### src/hw/caf_pkg.sv
// Package for the receive acceptance filter: widths, modes, counts, resets.
// Assumes one 200 MHz clock shared by all users of these constants.
package caf_pkg;

    // ****************************************************************
    // Widths and counts
    // ****************************************************************
    localparam int CAF_ID_W = 29;
    localparam int CAF_STD_W = 11;
    localparam int CAF_NUM_FILT = 6;
    localparam int CAF_FIFO_DEPTH = 8;
    localparam int CAF_PTR_W = 3;

    // ****************************************************************
    // Legacy grouping of filters onto masks and buffers
    // ****************************************************************
    localparam int CAF_GRP_FIRST_LO = 0;
    localparam int CAF_GRP_FIRST_HI = 1;
    localparam int CAF_GRP_SECOND_LO = 2;
    localparam int CAF_GRP_SECOND_HI = 5;

    // ****************************************************************
    // Reset values
    // ****************************************************************
    localparam logic [CAF_ID_W-1:0] CAF_FILT_RST = 29'h0000000;
    localparam logic [CAF_ID_W-1:0] CAF_MASK_RST = 29'h0000000;
    localparam logic [CAF_NUM_FILT-1:0] CAF_FEN_RST = 6'h3f;
    localparam logic [CAF_PTR_W-1:0] CAF_PTR_RST = 3'h0;

    // ****************************************************************
    // Operating modes and buffer targets
    // ****************************************************************
    typedef enum logic [1:0] {
        CAF_MODE_LEGACY = 2'b00,
        CAF_MODE_ENH = 2'b01,
        CAF_MODE_FIFO = 2'b10
    } caf_mode_t;

    typedef enum logic [1:0] {
        CAF_TGT_NONE = 2'b00,
        CAF_TGT_FIRST = 2'b01,
        CAF_TGT_SECOND = 2'b10,
        CAF_TGT_FIFO = 2'b11
    } caf_tgt_t;

    typedef enum logic [1:0] {
        CAF_ST_IDLE = 2'b00,
        CAF_ST_CMP = 2'b01,
        CAF_ST_LOAD = 2'b10
    } caf_state_t;

    // Masked compare: zero mask bits accept, others need equality (low 11 bits only for standard frames)
    function automatic logic caf_match(input logic [CAF_ID_W-1:0] id,
                                       input logic [CAF_ID_W-1:0] filt,
                                       input logic [CAF_ID_W-1:0] mask,
                                       input logic ext);
        logic [CAF_ID_W-1:0] diff;
        logic [CAF_ID_W-1:0] used;
        diff = (id ^ filt) & mask;
        used = ext ? {CAF_ID_W{1'b1}} : {{(CAF_ID_W-CAF_STD_W){1'b0}}, {CAF_STD_W{1'b1}}};
        return ((diff & used) == '0);
    endfunction

endpackage

### src/hw/caf_top.sv
// Receive acceptance filter: decides whether an assembled frame is stored.
// Assumes the protocol engine pulses frame_done once per valid frame.
//
// Operation
// - Decide storage for each assembled frame
// - Compare only after full valid reception
// - Matching frame loads filter's associated buffer
// - Mask ones select compared identifier bits
// - Mask zero positions always accept
// - Compared bits must equal; all must accept
// - Legacy: filters a,b, first mask, first buffer
// - Legacy: filters c-f, second mask, second buffer
// - FIFO mode: any enabled filter, next slot
`timescale 1ns/1ps
module caf_top
    import caf_pkg::*;
(
    input wire logic sys_clk,
    input wire logic rst,
    input wire logic [1:0] op_mode,
    input wire logic [CAF_NUM_FILT-1:0] filt_enable,
    input wire logic cfg_we,
    input wire logic [3:0] cfg_sel,
    input wire logic [CAF_ID_W-1:0] cfg_data,
    input wire logic frame_done,
    input wire logic frame_valid,
    input wire logic frame_ext,
    input wire logic [CAF_ID_W-1:0] msg_assembly_buf_id,
    input wire logic slot_release,
    output logic load_req,
    output logic [1:0] load_target,
    output logic [CAF_PTR_W-1:0] load_slot,
    output logic [2:0] load_filter,
    output logic [CAF_PTR_W:0] fifo_count
);

    // ****************************************************************
    // State
    // ****************************************************************
    typedef struct packed {
        caf_state_t state;
        logic [CAF_ID_W-1:0] id;
        logic ext;
        logic load;
        caf_tgt_t tgt;
        logic [CAF_PTR_W-1:0] wr_ptr;
        logic [CAF_PTR_W:0] count;
        logic [2:0] filt;
    } caf_top_st_t;

    caf_top_st_t st_r;
    caf_top_st_t st_nxt;
    logic [CAF_NUM_FILT-1:0] hit;
    logic [CAF_NUM_FILT-1:0] en_eff;
    logic hit_first;
    logic hit_second;
    logic fifo_full;
    logic [2:0] first_idx;
    logic is_fifo;

    assign is_fifo = (op_mode == CAF_MODE_FIFO);
    // Legacy modes use all six filters; fifo uses only enabled ones
    assign en_eff = is_fifo ? filt_enable : {CAF_NUM_FILT{1'b1}};

    caf_bank u_bank (
        .sys_clk(sys_clk),
        .rst(rst),
        .cfg_we(cfg_we),
        .cfg_sel(cfg_sel),
        .cfg_data(cfg_data),
        .cmp_id(st_r.id),
        .cmp_ext(st_r.ext),
        .filt_en(en_eff),
        .fifo_mode(is_fifo),
        .filt_hit(hit)
    );

    assign hit_first = |hit[CAF_GRP_FIRST_HI:CAF_GRP_FIRST_LO];
    assign hit_second = |hit[CAF_GRP_SECOND_HI:CAF_GRP_SECOND_LO];
    assign fifo_full = (st_r.count == (CAF_PTR_W + 1)'(CAF_FIFO_DEPTH));

    // Lowest numbered hitting filter
    always_comb begin
        first_idx = 3'h0;
        for (int i = CAF_NUM_FILT - 1; i >= 0; i--) begin
            if (hit[i]) begin
                first_idx = 3'(i);
            end
        end
    end

    // ****************************************************************
    // Sequencer
    // ****************************************************************
    always_comb begin
        st_nxt = st_r;
        st_nxt.load = 1'b0;
        if (slot_release && st_r.count != '0) begin
            st_nxt.count = st_r.count - 1'b1;
        end
        unique case (st_r.state)
            CAF_ST_IDLE: begin
                if (frame_done && frame_valid) begin
                    st_nxt.id = msg_assembly_buf_id;
                    st_nxt.ext = frame_ext;
                    st_nxt.state = CAF_ST_CMP;
                end
            end
            CAF_ST_CMP: begin
                st_nxt.state = CAF_ST_IDLE;
                st_nxt.filt = first_idx;
                st_nxt.tgt = CAF_TGT_NONE;
                if (is_fifo) begin
                    if ((|hit) && !fifo_full) begin
                        st_nxt.tgt = CAF_TGT_FIFO;
                        st_nxt.load = 1'b1;
                        st_nxt.wr_ptr = st_r.wr_ptr + 1'b1;
                        st_nxt.count = st_nxt.count + 1'b1;
                    end
                end else if (hit_first) begin
                    st_nxt.tgt = CAF_TGT_FIRST;
                    st_nxt.load = 1'b1;
                end else if (hit_second) begin
                    st_nxt.tgt = CAF_TGT_SECOND;
                    st_nxt.load = 1'b1;
                end
                if (st_nxt.load) begin
                    st_nxt.state = CAF_ST_LOAD;
                end
            end
            CAF_ST_LOAD: begin
                st_nxt.state = CAF_ST_IDLE;
            end
            default: begin
                st_nxt.state = CAF_ST_IDLE;
            end
        endcase
    end

    always_ff @(posedge sys_clk) begin
        if (rst) begin
            st_r <= '0;
            st_r.state <= CAF_ST_IDLE;
            st_r.tgt <= CAF_TGT_NONE;
            st_r.wr_ptr <= CAF_PTR_RST;
        end else begin
            st_r <= st_nxt;
        end
    end

    // ****************************************************************
    // Outputs
    // ****************************************************************
    assign load_req = st_r.load;
    assign load_target = st_r.tgt;
    assign load_slot = st_r.wr_ptr - 1'b1;
    assign load_filter = st_r.filt;
    assign fifo_count = st_r.count;

    // ****************************************************************
    // Checks
    // ****************************************************************
    start_after_done_a: assert property (@(posedge sys_clk) disable iff (rst)
        (st_r.state == CAF_ST_CMP) |-> $past(frame_done && frame_valid))
        else $error("Compare began without a finished frame");

    id_held_a: assert property (@(posedge sys_clk) disable iff (rst)
        (st_r.state != CAF_ST_IDLE) |=> $stable(st_r.id))
        else $error("Identifier changed during a decision");

    no_hit_no_load_a: assert property (@(posedge sys_clk) disable iff (rst)
        (st_r.state == CAF_ST_CMP && hit == '0) |=> !load_req)
        else $error("Frame loaded with no filter hit");

    no_hit_target_a: assert property (@(posedge sys_clk) disable iff (rst)
        (st_r.state == CAF_ST_CMP && hit == '0) |=> (load_target == CAF_TGT_NONE))
        else $error("Rejected frame left a buffer target");

    legacy_first_a: assert property (@(posedge sys_clk) disable iff (rst)
        (st_r.state == CAF_ST_CMP && !is_fifo && hit_first) |=>
        (load_req && load_target == CAF_TGT_FIRST))
        else $error("First group hit not sent to first buffer");

    legacy_second_a: assert property (@(posedge sys_clk) disable iff (rst)
        (st_r.state == CAF_ST_CMP && !is_fifo && !hit_first && hit_second) |=>
        (load_req && load_target == CAF_TGT_SECOND))
        else $error("Second group hit not sent to second buffer");

    load_has_target_a: assert property (@(posedge sys_clk) disable iff (rst)
        load_req |-> (load_target != CAF_TGT_NONE))
        else $error("Load raised with no buffer target");

    fifo_advance_a: assert property (@(posedge sys_clk) disable iff (rst)
        (load_req && load_target == CAF_TGT_FIFO) |->
        (st_r.wr_ptr == $past(st_r.wr_ptr) + 3'h1))
        else $error("Fifo pointer did not advance");

    fifo_accept_a: assert property (@(posedge sys_clk) disable iff (rst)
        (st_r.state == CAF_ST_CMP && is_fifo && hit != '0 && !fifo_full) |=>
        (load_req && load_target == CAF_TGT_FIFO))
        else $error("Fifo hit with free slot not loaded");

    fifo_full_drop_a: assert property (@(posedge sys_clk) disable iff (rst)
        (st_r.state == CAF_ST_CMP && is_fifo && fifo_full) |=> !load_req)
        else $error("Frame loaded into a full fifo");

    fifo_count_max_a: assert property (@(posedge sys_clk) disable iff (rst)
        (st_r.count <= (CAF_PTR_W + 1)'(CAF_FIFO_DEPTH)))
        else $error("Fifo count above depth");

    load_pulse_a: assert property (@(posedge sys_clk) disable iff (rst)
        load_req |=> !load_req)
        else $error("Load held longer than one cycle");

    mask_zero_a: assert property (@(posedge sys_clk) disable iff (rst)
        (caf_match(st_r.id, ~st_r.id, '0, st_r.ext)))
        else $error("Zero mask rejected a bit");

    full_compare_a: assert property (@(posedge sys_clk) disable iff (rst)
        (st_r.ext |-> !caf_match(st_r.id, st_r.id ^ 29'h10000000, '1, 1'b1)))
        else $error("Top extended bit not compared");

endmodule // caf_top

### src/hw/caf_bank.sv
// Holds the six filters and two masks and evaluates all filter hits.
// Assumes configuration writes come from the controller's own logic.
`timescale 1ns/1ps
module caf_bank
    import caf_pkg::*;
(
    input wire logic sys_clk,
    input wire logic rst,
    input wire logic cfg_we,
    input wire logic [3:0] cfg_sel,
    input wire logic [CAF_ID_W-1:0] cfg_data,
    input wire logic [CAF_ID_W-1:0] cmp_id,
    input wire logic cmp_ext,
    input wire logic [CAF_NUM_FILT-1:0] filt_en,
    input wire logic fifo_mode,
    output logic [CAF_NUM_FILT-1:0] filt_hit
);

    // ****************************************************************
    // Storage
    // ****************************************************************
    typedef struct packed {
        logic [CAF_NUM_FILT-1:0][CAF_ID_W-1:0] filt;
        logic [1:0][CAF_ID_W-1:0] mask;
    } caf_bank_st_t;

    caf_bank_st_t st_r;
    caf_bank_st_t st_nxt;

    always_comb begin
        st_nxt = st_r;
        if (cfg_we) begin
            if (cfg_sel < 4'(CAF_NUM_FILT)) begin
                st_nxt.filt[cfg_sel[2:0]] = cfg_data;
            end else if (cfg_sel < 4'(CAF_NUM_FILT + 2)) begin
                st_nxt.mask[cfg_sel[0]] = cfg_data;
            end
        end
    end

    always_ff @(posedge sys_clk) begin
        if (rst) begin
            st_r.filt <= {CAF_NUM_FILT{CAF_FILT_RST}};
            st_r.mask <= {2{CAF_MASK_RST}};
        end else begin
            st_r <= st_nxt;
        end
    end

    // ****************************************************************
    // Hit evaluation
    // ****************************************************************
    always_comb begin
        for (int i = 0; i < CAF_NUM_FILT; i++) begin
            // Filters a,b use first mask; c..f use second
            filt_hit[i] = filt_en[i] & caf_match(cmp_id, st_r.filt[i],
                st_r.mask[(i > CAF_GRP_FIRST_HI) ? 1 : 0], cmp_ext);
        end
    end

    legacy_all_en_a: assert property (@(posedge sys_clk) disable iff (rst)
        !fifo_mode |-> (filt_en == '1)) else $error("Legacy mode dropped a filter");

endmodule // caf_bank

### config.mk
export PLATFORM = sky130hd
export DESIGN_NAME = caf_top
export DESIGN_NICKNAME = d
export VERILOG_FILES = /design/src/hw/caf_pkg.sv /design/src/hw/caf_top.sv /design/src/hw/caf_bank.sv
export SDC_FILE = /design/constraint.sdc
export NUM_CORES = 1
export LEC_CHECK = 0
export ABC_AREA = 1
export BUFFER_PORTS_ARGS = -buffer_cell sky130_fd_sc_hd__buf_2
export CORE_MARGIN = 8
export CORE_UTILIZATION = 33
export DETAILED_ROUTE_END_ITERATION = 12
export GPL_TIMING_DRIVEN = 0
export HOLD_SLACK_MARGIN = 0.03
export SYNTH_ARGS = -nofsm -noshare
export SYNTH_HDL_FRONTEND = slang
export SYNTH_SLANG_ARGS = --single-unit
### constraint.sdc
create_clock -name sys_clk -period 3.82 [get_ports sys_clk]
set_input_delay 0 -clock sys_clk [delete_from_list [all_inputs] [get_ports sys_clk]]
set_output_delay 0 -clock sys_clk [all_outputs]
set_load 0.005 [all_outputs]
==> metrics.txt <==
status finished clean; crit path to load_filter[2]$_SDFFE_PP0P_; power per cell area 428 mW/mm^2; Cells after Synth 2013; Critical Path Slowest Stage Cell dlygate4sd3_1; f_max 334 MHz; crit-path max cell delay 0.55 ns; cell leakage power 6.91 nW; CP startpoint st_r[13]$_SDFFE_PP0P_; CORE AREA 0.0397 mm^2; NumNets Final 2277; area of the multi-input gates 0.00645 mm^2; ANT nets after route 0; number of port buffers 81; GRT overflow 0; diode count 0; Crit path top cell by count nor2_1; Clock Skews 0.0112 ns; largest net degree at the start of global routing 16; Slew @ Worst Pin 0.909 ns; Req. time, crit path 4.26 ns; number of DRC markers in iteration 0 1400; Root Driver clkbuf_16; Die Area 0.0468 mm^2; Worst Hold Margin 0.0576 ns; average wire per standard cell 18.0 um; proportion of layout cells with a drive suffix above 1 8.43%; Total Power 6.85 mW; FP Rows 73; Post-DP HPWL 35300 um; area grow syn2layout 20.7%; max_slew headroom 39.2%; gpl congestion 0.906; Reg clk slew, reported paths 0.06 ns; cts bufs inserted 31; Worst Path Max Fanout 10; via count 14069; DRC 0; CP Capture Type flip-flop; Post-CTS Resized 0; Max Root-Sink Buffers 3; flop2flop setup slack 0.83 ns; final setup TNS 0 ns; Final Setup Violations 0; number of sinks driven by the clock tree 277; # fillers 4185; Synth Register Bits 277; Critical R2R Launch st_r[13]$_SDFFE_PP0P_; initial antenna violation count 1; Die Wd 216 um; Hold Crit Class input pin to flip-flop; Tot GR Track Use 20.3%; Period Utilization, post-route 78.3%; # H-tree levels 1; Final Hold Vio Count 0; RSZ-0062 raised after global routing false; post-route minimum period 2.99 ns; drt pass-1 iters 5; register area share after synthesis 41.8%; crit path cell chain buf_2 > clkinv_2 > buf_2 > a21oi_1 > nor2_1 > nand2_1 > nor2_1 > nand3_1 > nand2_1 > nor2_1 > nand4_1 > dlygate4sd3_1 > a21oi_1; initial core utilization 33.4%; cell area after synthesis 0.0133 mm^2; Reg area 0.00555 mm^2; maximum vdd ir drop 0.348 mV; Mapped Nets 2094; Routed WL 49300 um; worst reg2reg path depth 13; DIE HEIGHT 216 um; fin. max-slew vios 0; Startpoint Class flip-flop; CTS tree done; Syn. warnings 0; Worst Path Arrival 3.43 ns; vias per cell 5.13; kind of critical path flip-flop to flip-flop; Clk Latency, worst-skew pair 0.57 ns; maxcap violations 0; FF-to-FF End load_filter[2]$_SDFFE_PP0P_; vias in the first global route 13170; Distinct cells, synth 30; I/O Pins 90; Synth Area per Inst 6.59 um^2; first-pass GRT wire length 75600 um
## cell families (layout without fill, tap and decap cells)
group,Yosys count,after routing,share of synthesized area (%)
buffers and inverters,311,517,9.55
and+or+nand+nor,953,953,30.4
xor gates and xnor gates,3,3,0.198
adders and majority gates,4,4,0.377
AOI/OAI and AO/OA,465,465,17.6
DFF,277,277,41.8
## cells in the mapped netlist
library cell | instances | share of area (%)
o21a_1 | 1 | 0.057
a21oi_1 | 176 | 6.6
inv_2 | 1 | 0.028
clkbuf_2 | 2 | 0.075
or2_1 | 20 | 0.94
nand2_2 | 1 | 0.047
nor3_1 | 5 | 0.19
a31oi_1 | 1 | 0.047
or2_2 | 21 | 0.99
nand4_1 | 72 | 3.4
o22ai_1 | 2 | 0.094
clkinv_1 | 4 | 0.11
nand2_1 | 410 | 12
buf_2 | 19 | 0.72
nor2_1 | 304 | 8.6
clkinv_2 | 1 | 0.038
o21ai_1 | 5 | 0.19
nand3_1 | 110 | 4.2
o21ai_0 | 279 | 11
nor3_2 | 1 | 0.075
or2_0 | 8 | 0.38
buf_4 | 9 | 0.51
xor2_1 | 3 | 0.20
a22oi_1 | 1 | 0.057
buf_6 | 5 | 0.42
ha_1 | 4 | 0.38
dfxtp_1 | 277 | 42
nor2_2 | 1 | 0.047
clkbuf_1 | 85 | 2.4
inv_1 | 185 | 5.2
## critical path: cells and delay by family, from the launching register on
family | cells | cell delay [ns]
compound gates | 2 | 0.17
buf+inv | 4 | 1.32
simple gates | 7 | 1.04
flops | 1 | 0.30
## power by group
group | total, mW | switching (mW) | internal [mW]
Combinational | 0.839 | 0.536 | 0.303
Sequential | 3.07 | 0.0827 | 2.99
Clock | 2.94 | 1.23 | 1.70
## registers in the layout (all words and copies together) (netlist names)
register	flops
fifo_count	4
load_target	2
load_req	1
st_r	35
u_bank.st_r	232
load_filter	3
## worst min-delay path by stage
stage                    from                     endpoint  slack (ns)  cells past startpoint
4_1_cts        filt_enable[0]  load_filter[0]$_SDFFE_PP0P_        0.05                      7
3_3_place_gp              rst          load_req$_SDFF_PP0_        0.21                      2
3_5_place_dp              rst          load_req$_SDFF_PP0_        0.21                      2
2_1_floorplan             rst          load_req$_SDFF_PP0_        0.08                      1
6_report       filt_enable[0]  load_filter[0]$_SDFFE_PP0P_        0.06                      7
5_1_grt        filt_enable[0]  load_filter[0]$_SDFFE_PP0P_        0.08                      7
## per-layer routing
metal | global-route usage, % | wire length [um]
met2 | 33.6 | 22600
met5 | 0 | 0
met1 | 26.4 | 21200
met3 | 3.12 | 3630
met4 | 7.51 | 1820
## cell type report
type,instances,share of cell area [%]
Multi-Input combinational cell,1425,40.3
Sequential cell,277,34.7
Timing Repair Buffer,150,6.85
Clock buffer,53,6.05
Inverter,191,4.49
Tap cell,525,4.10
Buffer,120,3.42
Clock inverter,3,0.141
## cell usage in the layout, fill, tap and decap left out, types with 20 or more instances in the layout
master           n
nand4_1         72
clkbuf_16       31
dfxtp_1        277
or2_1           20
nand2_1        410
dlygate4sd3_1   69
buf_2          100
or2_2           21
o21ai_0        279
nand3_1        110
nor2_1         304
inv_1          185
a21oi_1        176
clkbuf_1        96
## stage by stage
step                instance area (um^2)  setup slack [ns]  util, %  instances
detailed placement                 14300              1.10     36.0       2619
CTS                                16000             0.894     40.3       2744
global placement                   14300              1.14     36.0       2619
finish                             16000             0.829     40.3       2744
floorplan                          13300              2.09        -       2013
global route                       16000             0.757     40.3       2744
## timing repair
item / CTS / global route
setup endpoints to repair: 0 / 0
hold endpoints to repair: 274 / 0
hold buffers: 69 / 0
setup buffers: 0 / 0
(Power assumes the default switching activity.)
